### config.mk
export PLATFORM = sky130hd
export DESIGN_NAME = casp_serial_port
export DESIGN_NICKNAME = d
export VERILOG_FILES = /design/src/casp_sync.v /design/src/casp_serial_port.v
export VERILOG_INCLUDE_DIRS = /design/src
export SDC_FILE = /design/constraint.sdc
export NUM_CORES = 1
export LEC_CHECK = 0
export ABC_AREA = 1
export BUFFER_PORTS_ARGS = -buffer_cell sky130_fd_sc_hd__buf_2
export CAP_MARGIN = 15
export CORE_ASPECT_RATIO = 0.75
export CORE_MARGIN = 3
export CORE_UTILIZATION = 35
export DETAILED_ROUTE_END_ITERATION = 8
export PLACE_DENSITY = 0.61
export RECOVER_POWER = 50
export SYNTH_ARGS = -nofsm -noshare
export SYNTH_HDL_FRONTEND = slang
export SYNTH_SLANG_ARGS = --single-unit
### constraint.sdc
create_clock -name pclk -period 7.35 [get_ports pclk]
set_input_delay 0.3675 -clock pclk [delete_from_list [all_inputs] [get_ports pclk]]
set_output_delay 0.3675 -clock pclk [all_outputs]
set_load 0.1 [all_outputs]
### src/casp_defs.vh
// Constants for the codec audio serial port
`ifndef CASP_DEFS_VH
`define CASP_DEFS_VH
// ----------------------------------------
// APB map (index, byte address = 4 x index)
// ----------------------------------------
`define CASP_IDX_CTRL0 4'h7
`define CASP_IDX_CLKCFG 4'h8
`define CASP_IDX_CAPL 4'h9
`define CASP_IDX_CAPR 4'ha
`define CASP_IDX_PLAYL 4'hb
`define CASP_IDX_PLAYR 4'hc
`define CASP_IDX_STAT 4'hd
// ----------------------------------------
// interface_control_zero fields
// ----------------------------------------
`define CASP_PMX_BIT 12
`define CASP_PSLOT_BIT 11
`define CASP_CMX_BIT 10
`define CASP_CSLOT_BIT 9
`define CASP_ROLE_BIT 6
`define CASP_POL_BIT 4
`define CASP_WL_MSB 3
`define CASP_WL_LSB 2
`define CASP_FMT_MSB 1
`define CASP_FMT_LSB 0
`define CASP_CTRL0_MASK 16'h1e5f
`define CASP_CTRL0_RST 16'h000a
// ----------------------------------------
// Clock configuration fields and resets
// ----------------------------------------
`define CASP_DIV_MSB 7
`define CASP_DIV_LSB 0
`define CASP_HALF_MSB 23
`define CASP_HALF_LSB 16
`define CASP_RUN_BIT 31
`define CASP_DIV_RST 8'h01
`define CASP_HALF_RST 8'h20
// ----------------------------------------
// Format and word length codes
// ----------------------------------------
`define CASP_FMT_RJ 2'h0
`define CASP_FMT_LJ 2'h1
`define CASP_FMT_I2S 2'h2
`define CASP_FMT_DSP 2'h3
`define CASP_WL_16 2'h0
`define CASP_WL_20 2'h1
`define CASP_WL_24 2'h2
`define CASP_LEN_16 6'h10
`define CASP_LEN_20 6'h14
`define CASP_LEN_24 6'h18
`define CASP_LEN_32 6'h20
// ----------------------------------------
// Framing positions and sample layout
// ----------------------------------------
`define CASP_FIRST_EDGE 9'h001
`define CASP_SECOND_EDGE 9'h002
`define CASP_MCNT_IDLE 9'h1ff
`define CASP_SAMPLE_MSB 5'h17
`define CASP_SAMPLE_LEN 6'h18
`endif

### src/casp_sync.v
// Three-stage pin synchroniser with agreement filter
`timescale 1ns/10ps
module casp_sync (
    input wire pclk,
    input wire presetn,
    input wire din,
    output reg dout
);
    reg s1_reg; // Metastability catcher, read only by s2
    reg s2_reg;
    reg s3_reg;

    // ----------------------------------------
    // Shift chain; output moves once stages 2 and 3 agree
    // ----------------------------------------
    always @(posedge pclk or negedge presetn) begin
        if (!presetn) begin
            s1_reg <= 1'b0;
            s2_reg <= 1'b0;
            s3_reg <= 1'b0;
            dout <= 1'b0;
        end else begin
            s1_reg <= din;
            s2_reg <= s1_reg;
            s3_reg <= s2_reg;
            // Agreement filters a one-cycle glitch out of stage 2
            if (s2_reg == s3_reg) begin
                dout <= s3_reg;
            end
        end
    end
endmodule // casp_sync

### src/casp_serial_port.v
// Codec audio serial port: APB registers, clock master and serial framing
// Summary of operation
// - Four lines: capture out, playback in, two clocks
// - Master drives both clocks, slave receives them
// - Role bit 6 of 07h, 0 slave
// - Four framing formats, always MSB first
// - Two-slot multiplexing in all formats and roles
// - 32-bit words: low 8 bits ignored/undriven
// - Bit clock divided from system clock, repeatable
// - Right justified: LSB on last edge before transition
// - Left justified: MSB on first edge after transition
// - I2S: MSB on second edge after transition
// - DSP: variant picks first or second edge
// - DSP: right channel follows left without gap
// - Master DSP frame clock is one-bit pulse
// - DSP PCM mono travels as left channel
// - Format field codes, I2S after reset
// - Word length field codes, 24 after reset
// - Multiplexed capture line released outside own slot
// - Slot select bits, slot 0 after reset
//
// The implementer's own choice: register access over APB.
`timescale 1ns/10ps
`include "casp_defs.vh"
module casp_serial_port (
    input wire pclk,
    input wire presetn,
    input wire psel,
    input wire penable,
    input wire pwrite,
    input wire [11:0] paddr,
    input wire [31:0] pwdata,
    output reg [31:0] prdata,
    output wire pready,
    output reg pslverr,
    input wire bclk_in,
    output wire bclk_out,
    output wire bclk_oe,
    input wire lrclk_in,
    output wire lrclk_out,
    output wire lrclk_oe,
    output reg capture_serial_out,
    output reg capture_oe,
    input wire playback_serial_in
);
    // ----------------------------------------
    // Registers
    // ----------------------------------------
    reg [15:0] ctrl0_reg; // interface_control_zero
    reg [7:0] div_reg; // Bit clock divider
    reg [7:0] half_reg; // Bit clocks per half frame (master)
    reg run_reg; // Port enable
    reg [23:0] cap_left_reg; // Capture samples from software
    reg [23:0] cap_right_reg;
    reg [23:0] play_left_reg; // Playback samples received
    reg [23:0] play_right_reg;
    reg [1:0] stat_reg; // Sticky received flags
    reg [1:0] stat_next;
    reg [1:0] stat_set;
    reg [31:0] rd_mux;
    reg rd_err;
    wire lrclk_sel; // Frame clock level reported in status

    // Field decode
    wire [1:0] fmt = ctrl0_reg[`CASP_FMT_MSB:`CASP_FMT_LSB];
    wire [1:0] wl = ctrl0_reg[`CASP_WL_MSB:`CASP_WL_LSB];
    wire role = ctrl0_reg[`CASP_ROLE_BIT];
    wire pol = ctrl0_reg[`CASP_POL_BIT];
    wire cmx = ctrl0_reg[`CASP_CMX_BIT];
    wire pmx = ctrl0_reg[`CASP_PMX_BIT];
    // Slot ignored when multiplexing is off
    wire cslot = cmx & ctrl0_reg[`CASP_CSLOT_BIT];
    wire pslot = pmx & ctrl0_reg[`CASP_PSLOT_BIT];
    wire is_dsp = (fmt == `CASP_FMT_DSP);

    // ----------------------------------------
    // APB slave: zero wait, registered read data
    // ----------------------------------------
    wire apb_setup = psel & ~penable;
    wire apb_wr = psel & penable & pwrite;
    wire addr_ok = (paddr[11:6] == 6'h00) && (paddr[1:0] == 2'h0);
    wire [3:0] aidx = paddr[5:2];
    assign pready = 1'b1;

    // Read multiplexer, reserved bits read zero
    always @* begin
        rd_mux = 32'h0000_0000;
        rd_err = 1'b0;
        if (!addr_ok) begin
            rd_err = 1'b1;
        end else begin
            case (aidx)
                `CASP_IDX_CTRL0: rd_mux = {16'h0000, ctrl0_reg};
                `CASP_IDX_CLKCFG: rd_mux = {run_reg, 7'h00, half_reg, 8'h00, div_reg};
                `CASP_IDX_CAPL: rd_mux = {8'h00, cap_left_reg};
                `CASP_IDX_CAPR: rd_mux = {8'h00, cap_right_reg};
                `CASP_IDX_PLAYL: rd_mux = {8'h00, play_left_reg};
                `CASP_IDX_PLAYR: rd_mux = {8'h00, play_right_reg};
                `CASP_IDX_STAT: rd_mux = {28'h0000000, capture_oe, lrclk_sel, stat_reg};
                default: rd_err = 1'b1; // Unmapped word
            endcase
        end
    end

    // Capture the answer in setup so the access phase sees flops
    always @(posedge pclk or negedge presetn) begin
        if (!presetn) begin
            prdata <= 32'h0000_0000;
            pslverr <= 1'b0;
        end else if (apb_setup) begin
            prdata <= pwrite ? 32'h0000_0000 : rd_mux;
            pslverr <= rd_err;
        end
    end

    // Software writes
    always @(posedge pclk or negedge presetn) begin
        if (!presetn) begin
            ctrl0_reg <= `CASP_CTRL0_RST;
            div_reg <= `CASP_DIV_RST;
            half_reg <= `CASP_HALF_RST;
            run_reg <= 1'b0;
            cap_left_reg <= 24'h000000;
            cap_right_reg <= 24'h000000;
        end else if (apb_wr && addr_ok) begin
            case (aidx)
                `CASP_IDX_CTRL0: ctrl0_reg <= pwdata[15:0] & `CASP_CTRL0_MASK;
                `CASP_IDX_CLKCFG: begin
                    div_reg <= pwdata[`CASP_DIV_MSB:`CASP_DIV_LSB];
                    half_reg <= pwdata[`CASP_HALF_MSB:`CASP_HALF_LSB];
                    run_reg <= pwdata[`CASP_RUN_BIT];
                end
                `CASP_IDX_CAPL: cap_left_reg <= pwdata[23:0];
                `CASP_IDX_CAPR: cap_right_reg <= pwdata[23:0];
                default: ; // Read-only or unmapped
            endcase
        end
    end

    // Word length decode
    reg [5:0] wl_len;
    always @* begin
        case (wl)
            `CASP_WL_16: wl_len = `CASP_LEN_16;
            `CASP_WL_20: wl_len = `CASP_LEN_20;
            `CASP_WL_24: wl_len = `CASP_LEN_24;
            default: wl_len = `CASP_LEN_32;
        endcase
    end

    // ----------------------------------------
    // Master clock generation
    // ----------------------------------------
    reg [7:0] div_cnt_reg;
    reg bclk_m_reg;
    reg [8:0] mcnt_reg; // Bit position within the frame
    reg lr_m_reg;
    reg m_lr_next;
    wire m_act = run_reg & role;
    wire tick = m_act & (div_cnt_reg == div_reg);
    wire m_fall = tick & bclk_m_reg;
    wire m_rise = tick & ~bclk_m_reg;
    wire [8:0] frame_len = {half_reg, 1'b0};
    wire [8:0] mcnt_next = (mcnt_reg == frame_len - 9'h001) ? 9'h000 : mcnt_reg + 9'h001;

    // Frame clock level due at the next falling bit clock edge
    always @* begin
        if (is_dsp) begin
            m_lr_next = (mcnt_next == 9'h000);
        end else if (fmt == `CASP_FMT_I2S) begin
            m_lr_next = (mcnt_next >= {1'b0, half_reg}) ^ pol;
        end else begin
            m_lr_next = (mcnt_next < {1'b0, half_reg}) ^ pol;
        end
    end

    // Divider and frame counter; both restart together so edges repeat
    always @(posedge pclk or negedge presetn) begin
        if (!presetn) begin
            div_cnt_reg <= 8'h00;
            bclk_m_reg <= 1'b0;
            mcnt_reg <= `CASP_MCNT_IDLE;
            lr_m_reg <= 1'b0;
        end else if (!m_act) begin
            div_cnt_reg <= 8'h00;
            bclk_m_reg <= 1'b0;
            mcnt_reg <= `CASP_MCNT_IDLE;
            lr_m_reg <= 1'b0;
        end else if (tick) begin
            div_cnt_reg <= 8'h00;
            bclk_m_reg <= ~bclk_m_reg;
            // Frame clock moves only on falling bit clock edges
            if (bclk_m_reg) begin
                mcnt_reg <= mcnt_next;
                lr_m_reg <= m_lr_next;
            end
        end else begin
            div_cnt_reg <= div_cnt_reg + 8'h01;
        end
    end

    // Clock pins: driven only in master role
    assign bclk_out = bclk_m_reg;
    assign lrclk_out = lr_m_reg;
    assign bclk_oe = role;
    assign lrclk_oe = role;

    // ----------------------------------------
    // Pin synchronisers and slave edge detect
    // ----------------------------------------
    wire bclk_s;
    wire lr_s;
    wire din_s;
    reg bclk_s_d_reg;
    casp_sync u_sync_bclk (.pclk(pclk), .presetn(presetn), .din(bclk_in), .dout(bclk_s));
    casp_sync u_sync_lr (.pclk(pclk), .presetn(presetn), .din(lrclk_in), .dout(lr_s));
    casp_sync u_sync_din (.pclk(pclk), .presetn(presetn), .din(playback_serial_in), .dout(din_s));

    always @(posedge pclk or negedge presetn) begin
        if (!presetn) begin
            bclk_s_d_reg <= 1'b0;
        end else begin
            bclk_s_d_reg <= bclk_s;
        end
    end

    // Slave: the far end owns both clocks
    wire s_act = run_reg & ~role;
    wire rise_ev = role ? m_rise : (s_act & bclk_s & ~bclk_s_d_reg);
    wire fall_ev = role ? m_fall : (s_act & ~bclk_s & bclk_s_d_reg);
    wire lr_cur = role ? m_lr_next : lr_s;
    assign lrclk_sel = role ? lr_m_reg : lr_s;

    // ----------------------------------------
    // Frame tracking on falling bit clock edges
    // ----------------------------------------
    reg lr_last_reg;
    reg [8:0] cnt_reg; // Number of the coming rising edge
    reg [8:0] meas_reg; // Length of the previous half frame
    reg ch_reg; // 1 while in the right half
    reg [23:0] sh_l_reg; // Capture shadows for the frame
    reg [23:0] sh_r_reg;
    wire lr_ch = (fmt == `CASP_FMT_I2S) ? (lr_cur ^ pol) : (~lr_cur ^ pol);
    wire edge_start = is_dsp ? (lr_cur & ~lr_last_reg) : (lr_cur != lr_last_reg);
    // DSP frames open on the pulse; other formats on the left half
    wire frame_start = edge_start & (is_dsp | ~lr_ch);
    wire [8:0] cnt_next = edge_start ? `CASP_FIRST_EDGE : cnt_reg + 9'h001;
    wire ch_next = edge_start ? lr_ch : ch_reg;
    wire [8:0] hl = role ? {1'b0, half_reg} : meas_reg;

    // Slot map: returns {hit, channel, bit index within the word}
    function [7:0] slot_map;
        input [8:0] p;
        input sl;
        input mx;
        input lch;
        reg [8:0] st;
        reg [8:0] off;
        reg [8:0] off2;
        reg [8:0] w;
        begin
            w = {3'h0, wl_len};
            slot_map = 8'h00;
            if (is_dsp) begin
                // Left then right back to back, slot 1 after both
                st = (pol ? `CASP_FIRST_EDGE : `CASP_SECOND_EDGE) + (sl ? {w[7:0], 1'b0} : 9'h000);
                off = p - st;
                off2 = off - w;
                if (p >= st && off < w) begin
                    slot_map = {2'b10, off[5:0]};
                end else if (p >= st && off < {w[7:0], 1'b0}) begin
                    slot_map = {2'b11, off2[5:0]};
                end
            end else begin
                case (fmt)
                    `CASP_FMT_RJ: st = hl - (mx ? {w[7:0], 1'b0} : w) + `CASP_FIRST_EDGE;
                    `CASP_FMT_LJ: st = `CASP_FIRST_EDGE;
                    default: st = `CASP_SECOND_EDGE;
                endcase
                st = st + (sl ? w : 9'h000);
                off = p - st;
                if (p >= st && off < w) begin
                    slot_map = {1'b1, lch, off[5:0]};
                end
            end
        end
    endfunction

    // Transmit side, evaluated for the coming rising edge
    wire [7:0] tmap = slot_map(cnt_next, cslot, cmx, ch_next);
    wire [5:0] tk = tmap[5:0];
    wire t_in = (tk < `CASP_SAMPLE_LEN);
    wire [4:0] tidx = `CASP_SAMPLE_MSB - tk[4:0];
    wire [23:0] src_l = frame_start ? cap_left_reg : sh_l_reg;
    wire [23:0] src_r = frame_start ? cap_right_reg : sh_r_reg;
    wire tbit = tmap[6] ? src_r[tidx] : src_l[tidx];

    always @(posedge pclk or negedge presetn) begin
        if (!presetn) begin
            lr_last_reg <= 1'b0;
            cnt_reg <= 9'h000;
            meas_reg <= 9'h000;
            ch_reg <= 1'b0;
            sh_l_reg <= 24'h000000;
            sh_r_reg <= 24'h000000;
            capture_serial_out <= 1'b0;
            capture_oe <= 1'b0;
        end else if (!run_reg) begin
            capture_oe <= 1'b0;
            capture_serial_out <= 1'b0;
        end else if (fall_ev) begin
            lr_last_reg <= lr_cur;
            cnt_reg <= cnt_next;
            ch_reg <= ch_next;
            if (edge_start) begin
                meas_reg <= cnt_reg; // Feeds right justified placement
            end
            if (frame_start) begin
                sh_l_reg <= cap_left_reg;
                sh_r_reg <= cap_right_reg;
            end
            // Data changes on the falling edge, valid at the rising one
            capture_serial_out <= tmap[7] & t_in & tbit;
            // Low byte of 32-bit words left undriven
            capture_oe <= ~(tmap[7] & ~t_in) & (~cmx | tmap[7]);
        end
    end

    // ----------------------------------------
    // Receive side on rising bit clock edges
    // ----------------------------------------
    reg [23:0] acc_l_reg;
    reg [23:0] acc_r_reg;
    reg [23:0] rx_word;
    wire [7:0] rmap = slot_map(cnt_reg, pslot, pmx, ch_reg);
    wire [5:0] rk = rmap[5:0];
    wire [4:0] ridx = `CASP_SAMPLE_MSB - rk[4:0];
    wire r_hit = rise_ev & rmap[7];
    wire r_last = (rk == wl_len - 6'h01);

    // Fold the new bit into the word; first bit clears stale low bits
    always @* begin
        rx_word = (rk == 6'h00) ? 24'h000000 : (rmap[6] ? acc_r_reg : acc_l_reg);
        if (rk < `CASP_SAMPLE_LEN) begin
            rx_word[ridx] = din_s;
        end
    end

    // Completed words and flags; set beats a same-cycle clear
    always @* begin
        stat_set = 2'h0;
        if (r_hit && r_last) begin
            stat_set[rmap[6]] = 1'b1;
        end
        stat_next = stat_reg;
        if (apb_wr && addr_ok && aidx == `CASP_IDX_STAT) begin
            stat_next = stat_reg & ~pwdata[1:0];
        end
        stat_next = stat_next | stat_set;
    end

    always @(posedge pclk or negedge presetn) begin
        if (!presetn) begin
            acc_l_reg <= 24'h000000;
            acc_r_reg <= 24'h000000;
            play_left_reg <= 24'h000000;
            play_right_reg <= 24'h000000;
            stat_reg <= 2'h0;
        end else begin
            stat_reg <= stat_next;
            if (r_hit) begin
                if (rmap[6]) begin
                    acc_r_reg <= rx_word;
                end else begin
                    acc_l_reg <= rx_word;
                end
                // Mono PCM lands in the left word
                if (r_last && !rmap[6]) begin
                    play_left_reg <= rx_word;
                end
                if (r_last && rmap[6]) begin
                    play_right_reg <= rx_word;
                end
            end
        end
    end
endmodule // casp_serial_port

## After elaboration in Yosys (flattened, before gate mapping)

Cells that the tools add are included.

| storage, ports and cells | value |
|---|---|
| register bits after elaboration | 308 |
| latch bits | 0 |
| bits in writable memories | 0 |
| memory bits (read-only) | 0 |
| input bits | 52 |
| memories | 0 |

| operators by class | value |
|---|---|
| add/subtract/negate cells | 21 |
| multiply operators | 0 |
| div/mod/pow operators | 0 |
| order comparisons | 19 |
| eq/ne operators | 22 |
| shifts and indexed selects | 0 |
| multiplexer cells | 68 |
| bitwise gates (word level) | 42 |
| reduce and logical (&&, ||, !) cells | 33 |

Operators by type and width:

| kind | number |
|---|---|
| 32-bit one-hot mux with 7 select lines | 1 |
| 24-bit 2-to-1 mux | 5 |
| 8-bit 2-to-1 mux | 10 |
| 9-bit 2-to-1 mux | 8 |
| 32-bit 2-to-1 mux | 2 |
| 9-bit by 1-bit adder with 9-bit output (second input constant) | 4 |
| 9-bit by 6-bit < comparator with 1-bit output | 4 |
| 9-bit one-hot mux with 2 select lines | 2 |
| 7-bit 2-to-1 mux | 4 |
| 9-bit greater-or-equal comparator | 3 |
| 9-bit subtractor | 3 |
| 1-bit 2-to-1 mux | 25 |
| 24-bit bitwise mux | 1 |
| 4-bit == test (second input constant) | 6 |
| 1-bit bitwise AND | 21 |
| 2-bit AND reduction | 10 |
| 9-bit by 6-bit adder with 9-bit output | 2 |
| 9-bit by 8-bit greater-or-equal comparator with 1-bit output | 2 |
| 9-bit by 7-bit < comparator with 1-bit output | 2 |
| 6-bit one-hot mux with 3 select lines | 1 |
| 9-bit by 7-bit subtractor with 9-bit output | 2 |
| 1-bit logical AND | 14 |
| 6-bit zero test | 2 |
| 5-bit by 6-bit < comparator with 1-bit output (second input constant) | 2 |
| other kinds (39) | 69 |

## Logic depth before layout (Yosys ltp)

| depth | value |
|---|---|
| word-level depth | 24 |
| mapped depth | 58 |
| gate-level depth less buffers | 57 |

## Modules after synthesis

A second synthesis with hierarchy kept.

| second synthesis, totals | value |
|---|---|
| cells, all modules | 2417 |
| area, all modules | 18366.4 µm² |

By module, submodules not included:

| module | times used | cells each | area each (µm²) |
|---|---|---|---|
| casp_serial_port | 1 | 2393 | 18017.3 |
| casp_sync | 3 | 8 | 116.4 |

## Least setup slack after synthesis

No wires, ideal clock.

| path | value |
|---|---|
| kind | register to register |
| from | register ctrl0_reg[6] |
| to | register play_left_reg[23] |
| library setup time | 0.127 ns |
| data arrival time | 6.375 ns |
| setup slack | 0.848 ns |
| cell stages (with the launch flop) | 32 |
| buffers on the path | 2 |
| period minus slack after synthesis | 6.502 ns |
| cell sequence | dfrtp_1 -> clkinv_1 -> clkbuf_1 -> o21ai_0 -> ha_1 -> ha_1 -> inv_1 -> o21ai_0 -> a21oi_1 -> fa_1 -> inv_1 -> ha_1 -> nand2_1 -> o21ai_0 -> xor2_1 -> ha_1 -> a21oi_1 -> nand2_1 -> a22o_1 -> nor3_1 -> nand3_1 -> o21ai_0 -> nand2_1 -> inv_1 -> nand2_1 -> a21oi_1 -> nand2_1 -> nor4_2 -> nand2_1 -> buf_2 -> nand2_1 -> o21ai_2 |

| between the ends | value |
|---|---|
| word-level cells in the longest chain between the ends | 18 |
| elaborated cells between the ends (all ways) | 37 |
| classes of those cells | 5 x add/sub; 5 x order compare; 1 x eq/ne; 12 x mux; 8 x bitwise; 6 x reduce/logical |

Ends and longest elaborated chain:

| element | line | text |
|---|---|---|
| start, declared | casp_serial_port.v:49 | `reg [15:0] ctrl0_reg;` |
| start signal, assigned | casp_serial_port.v:119 | `` ctrl0_reg <= `CASP_CTRL0_RST; `` |
| start signal, assigned | casp_serial_port.v:127 | `` `CASP_IDX_CTRL0: ctrl0_reg <= pwdata[15:0] & `CASP_CTRL0_MASK; `` |
| 9-bit 2-to-1 mux | casp_serial_port.v:249 | `wire [8:0] hl = role ? {1'b0, half_reg} : meas_reg;` |
| 9-bit by 7-bit subtractor with 9-bit output | casp_serial_port.v:276 | `` `CASP_FMT_RJ: st = hl - (mx ? {w[7:0], 1'b0} : w) + `CASP_FIRST_EDGE; `` |
| 9-bit by 1-bit adder with 9-bit output (no source line) | n/a |  |
| 9-bit one-hot mux with 2 select lines | casp_serial_port.v:275 | `case (fmt)` |
| 9-bit 2-to-1 mux | casp_serial_port.v:264 | `if (is_dsp) begin` |
| 9-bit by 6-bit adder with 9-bit output | casp_serial_port.v:280 | `st = st + (sl ? w : 9'h000);` |
| 9-bit subtractor | casp_serial_port.v:281 | `off = p - st;` |
| 9-bit by 6-bit < comparator with 1-bit output | casp_serial_port.v:282 | `if (p >= st && off < w) begin` |
| [2 not listed] | n/a |  |
| 8-bit 2-to-1 mux | casp_serial_port.v:264 |  |
| 5-bit subtractor (no source line) | n/a |  |
| 5-bit by 6-bit < comparator with 1-bit output (not written as such) or 5-bit by 1-bit greater-or-equal comparator with 1-bit output (tied branches) | casp_serial_port.v:345 | `rx_word[ridx] = din_s;` |
| 1-bit logical AND (not written as such) | casp_serial_port.v:345 |  |
| 1-bit 2-to-1 mux (not written as such) | casp_serial_port.v:345 |  |
| 1-bit demux with 5-bit select | casp_serial_port.v:345 |  |
| 24-bit bitwise mux | casp_serial_port.v:345 |  |
| 24-bit 2-to-1 mux | casp_serial_port.v:344 | `` if (rk < `CASP_SAMPLE_LEN) begin `` |
| end signal, assigned | casp_serial_port.v:379 | `play_left_reg <= rx_word;` |
| end, declared | casp_serial_port.v:55 | `reg [23:0] play_left_reg;` |

Parallel ways exist; a longest one is shown, timed or not. The select of a mux whose other input is x is not followed.
A chain may end at the register's enable or synchronous reset.

## Worst setup path after layout

| path | value |
|---|---|
| from | register half_reg[0] |
| to | register capture_serial_out |

| between the ends | value |
|---|---|
| word-level cells in the longest chain between the ends | 24 |
| elaborated cells between the ends (all ways) | 57 |
| classes of those cells | 8 x add/sub; 8 x order compare; 2 x eq/ne; 24 x mux; 11 x bitwise; 4 x reduce/logical |

Ends and longest elaborated chain:

| element | line | text |
|---|---|---|
| start, declared | casp_serial_port.v:51 | `reg [7:0] half_reg;` |
| start signal, assigned | casp_serial_port.v:121 | `` half_reg <= `CASP_HALF_RST; `` |
| start signal, assigned | casp_serial_port.v:130 | `` half_reg <= pwdata[`CASP_HALF_MSB:`CASP_HALF_LSB]; `` |
| 9-bit by 1-bit subtractor with 9-bit output | casp_serial_port.v:164 | `wire [8:0] mcnt_next = (mcnt_reg == frame_len - 9'h001) ? 9'h000 : mcnt_reg + 9'h001;` |
| 9-bit == test | casp_serial_port.v:164 |  |
| 9-bit 2-to-1 mux | casp_serial_port.v:164 |  |
| 9-bit by 8-bit < comparator with 1-bit output or 9-bit by 8-bit greater-or-equal comparator with 1-bit output (tied branches) | casp_serial_port.v:173, casp_serial_port.v:171 |  |
| 1-bit bitwise XOR (on tied branches) | casp_serial_port.v:173, casp_serial_port.v:171 |  |
| 1-bit 2-to-1 mux | casp_serial_port.v:170 | `` end else if (fmt == `CASP_FMT_I2S) begin `` |
| 1-bit 2-to-1 mux * | casp_serial_port.v:168 | `if (is_dsp) begin` |
| 1-bit 2-to-1 mux * | casp_serial_port.v:231 | `wire lr_cur = role ? m_lr_next : lr_s;` |
| named net lr_cur | casp_serial_port.v:231 |  |
| [8 not listed] | n/a |  |
| 8-bit 2-to-1 mux | casp_serial_port.v:264 |  |
| 5-bit subtractor (no source line) | n/a |  |
| 1-bit binary-select mux with 5-bit select | casp_serial_port.v:296 | `wire tbit = tmap[6] ? src_r[tidx] : src_l[tidx];` |
| 1-bit 2-to-1 mux (not written as such) | casp_serial_port.v:296 |  |
| 1-bit 2-to-1 mux | casp_serial_port.v:296 |  |
| 1-bit bitwise AND * | casp_serial_port.v:323 | `capture_serial_out <= tmap[7] & t_in & tbit;` |
| 1-bit 2-to-1 mux * | casp_serial_port.v:311 | `end else if (fall_ev) begin` |
| 1-bit 2-to-1 mux * | casp_serial_port.v:308 | `end else if (!run_reg) begin` |
| end signal, assigned | casp_serial_port.v:323 |  |
| end, declared | casp_serial_port.v:42 | `output reg capture_serial_out,` |

The timed path passes the listed nets; every way through them passes the cells marked *. The select of a mux whose other input is x is not followed.

==> metrics.md <==
| Metric | Value |
|---|---|
| Outcome | finished with violations |
| Violated checks | capacitance limit, slew limit |
| Vias per cell | 5.34 |
| Final hold vios | 0 |
| Final worst path period need | 7.12 ns |
| Design Power | 3.74 mW |
| Synthesized flop and latch total | 301 |
| Largest net degree at the start of global routing | 149 |
| Avg WL per Cell | 18.7 um |
| Residual DRC | 0 |
| Slew HR | -2.00 |
| Int Power | 2.83 mW |
| Main synth FF type | dfrtp_1 |
| CTS root buf | clkbuf_16 |
| Period utilisation layout | 0.969 |
| Layout fillers | 5235 |
| Post-synth EDFFs | 0 |
| Register area share after synthesis | 0.407 |
| Total gr overflow | 0 |
| Die W | 272 um |
| Combinational Power Share | 0.068 |
| Ys Warns | 0 |
| Number of max-cap violations | 3 |
| Switching Share | 0.244 |
| Most flop-heavy register | prdata |
| FF/Latch Area | 7550 um^2 |
| Clock transition at the registers of the reported paths | 0.07 ns |
| FMAX | 0.140 GHz |
| Clk_lat worst skew | 0.59 ns |
| Clock sink count | 301 |
| Initial DRC count | 1632 |
| Total net switching power | 0.913 mW |
| Multi-input gate area | 9890 um^2 |
| Util after Layout | 0.414 |
| Hold WC Path Type | input port to flip-flop |
| Port Buffers | 76 |
| Final net count | 2705 |
| Library cells used by synthesis | 64 |
| Row cnt | 72 |
| Largest stage delay on the critical path | 0.40 ns |
| Worst-path fanout max | 7 |
| Initial Util | 0.357 |
| P&R area growth vs syn | 15.9% |
| Critical Path RT | 7.84 ns |
| Ys async rst share | 1.00 |
| Die Y | 205 um |
| Post-Synthesis Cell Area | 18600 um^2 |
| TritonCTS clock tree | built |
| Startpoint Class | flip-flop |
| Die ar. | 55900 um^2 |
| DP Area | 19800 um^2 |
| Final wirelength | 61.1 mm |
| Peak VDD IR | 0.000198 V |
| Final ANT Viol Nets | 0 |
| Most common cell on crit path | nand2_1 |
| Vias | 17500 |
| DR pass1 iterations | 6 |
| Routability cong. | 0.928 |
| Slowest CP cell | dfrtp_1 |
| Detailed Place HPWL | 44.9 mm |
| RSZ-0062 raised after global routing | true |
| GRT Total Usage | 0.213 |
| Share of cells above drive strength 1 | 0.121 |
| Clock buffer depth | 3 |
| Final setup vio count | 0 |
| Slew Limit Fails | 306 |
| Design area | 21500 um^2 |
| Max reg flops | 25 |
| Vias in the first global route | 16200 |
| TritonCTS buffer count | 31 |
| Clock network power share | 0.474 |
| Reg power frac | 0.458 |
| Layout Skew | 0.0330 ns |
| Mapped Cells | 2443 |
| CP endpoint kind | flip-flop |
| Synthesized area per cell | 7.60 um^2 |
| P_leak | 10.3 nW |
| Number of antenna violations at the first check in global routing | 2 |
| CP arrival | 7.61 ns |
| # IOs | 92 |
| Core area | 52000 um^2 |
| Worst slew pin tran | 4.50 ns |
| Worst Setup Path Type | flip-flop to flip-flop |
| First-pass GRT wire length | 93.5 mm |
| H-tree levels | 1 |
| Power Density | 174 nW/um^2 |
==> per-layer routing <==
metal	share of wire	up-vias	global-route usage	wire length, um
met5	0	-	0	0
met4	0.025	0	0.0544	1510
met3	0.10	85	0.0493	6160
met2	0.40	688	0.299	24700
met1	0.47	8392	0.324	28700
li1	-	8303	-	-
==> stage by stage <==
stage / worst slack [ns] / cells / setup TNS, ns / hold WS, ns
2_1_floorplan: 0.848 / 2449 / 0 / 0.0719
3_3_place_gp: 0.0669 / 3180 / 0 / 0.335
3_5_place_dp: -0.0471 / 3180 / -0.0471 / 0.338
4_1_cts: 0.0245 / 3245 / 0 / 0.00353
5_1_grt: -0.307 / 3271 / -0.325 / 0.0264
6_report: 0.230 / 3273 / 0 / 0.0343
==> path summary, 6_finish.rpt <==
path / startpoint / end / slack, ns / depth (start not counted)
worst min register to register: u_sync_din.s1_reg / u_sync_din.s2_reg / 0.35 / 0
min in group asynchronous: presetn / meas_reg[4] / 1.94 / 2
worst min-delay path: pwdata[11] / cap_right_reg[11] / 0.03 / 3
max in group asynchronous: presetn / u_sync_lr.s3_reg / 1.33 / 3
worst max-delay path: half_reg[0] / capture_serial_out / 0.23 / 49
worst max register to register: half_reg[0] / capture_serial_out / 0.23 / 49
==> repair_timing <==
action	4_1_cts	5_1_grt
setup endpoints to repair	1	64
buffers inserted	1	24
hold buffers	8	0
hold endpoints to repair	78	0
gates resized for setup	1	92
pin swaps	1	38
==> cell usage in the layout (no fill, tap or decap), types with 8 or more instances in the layout <==
cell type and n:
nor3_1 12, nand3_2 8, dlygate4sd3_1 8, nand2_2 13, xor2_1 32, ha_1 93
dfstp_2 13, buf_4 71, a311oi_1 17, xnor2_1 15, o21ai_1 32, nor2_1 135
inv_2 15, clkbuf_16 31, nand2_1 631, nand4_1 16, buf_2 41, clkbuf_1 43
o21ai_2 19, dfrtp_1 288, inv_1 238, nor2_2 12, conb_1 8, a21oi_1 67
o21ai_0 327, nand3_1 174, nand3b_1 31, o22ai_1 26
==> final cells by class <==
type	count	share of cell area
multi-input combinational	1780	0.459
sequential	301	0.351
timing repair buffer	170	0.0501
inverter	261	0.0463
tap	703	0.0409
clock buffer	39	0.0398
clock inverter	17	0.0127
antenna	2	0.000233
==> power groups by stage <==
| stage | sequential, mW | combinational, mW | clock, mW |
|---|---|---|---|
| 2_1_floorplan | 1.73 | 0.144 | 0 |
| 3_3_place_gp | 1.74 | 0.239 | 0 |
| 3_5_place_dp | 1.74 | 0.246 | 0 |
| 4_1_cts | 1.71 | 0.250 | 1.80 |
| 5_1_grt | 1.72 | 0.280 | 1.86 |
| 6_report | 1.71 | 0.254 | 1.77 |
==> logic make-up (layout without fill, tap and decap cells) <==
group / after synthesis / in the layout / share of synthesized area
XOR/XNOR: 51 / 51 / 0.0241
adder cells (fa/ha/maj): 111 / 111 / 0.0776
flip-flops: 301 / 301 / 0.407
buffers and inverters: 368 / 487 / 0.0803
AND/OR/NAND/NOR: 1059 / 1059 / 0.243
other: 2 / 10 / 0.000405
AO/OA/AOI/OAI: 546 / 546 / 0.165
multiplexers: 5 / 5 / 0.00270
==> synth_stat cells (all sizes together), types with 2 or more instances <==
master,n,area [um^2]
a2111oi,5,43.8
a211oi,2,15.0
a21o,2,15.0
a21oi,75,379
a311oi,17,149
a31oi,9,83.8
a32o,4,40.0
and3,3,18.8
buf,36,236
clkbuf,71,267
clkinv,3,11.3
conb,2,7.51
dfrtp,288,7210
dfstp,13,342
fa,8,160
ha,100,1250
inv,258,976
maj3,3,30.0
mux2i,5,50.1
nand2,648,2440
nand3,183,941
nand3b,31,233
nand4,16,100
nor2,150,581
nor3,17,111
nor3b,2,20.0
nor4,5,37.5
o211ai,7,57.6
o21ai,379,1950
o21bai,6,48.8
o221ai,5,43.8
o22ai,26,163
o311ai,2,17.5
o41ai,2,17.5
or2,4,25.0
xnor2,18,158
xor2,33,289
==> critical path, delay by kind of cell (launching register included) <==
kind	cells	cell delay [ns]
adder cells (fa/ha/maj)	6	1.33
AND/OR/NAND/NOR	29	2.95
flip-flops	1	0.40
buffers and inverters	6	0.68
XOR/XNOR	2	0.28
AO/OA/AOI/OAI	6	1.37
Power figures use the tool's default switching activity.
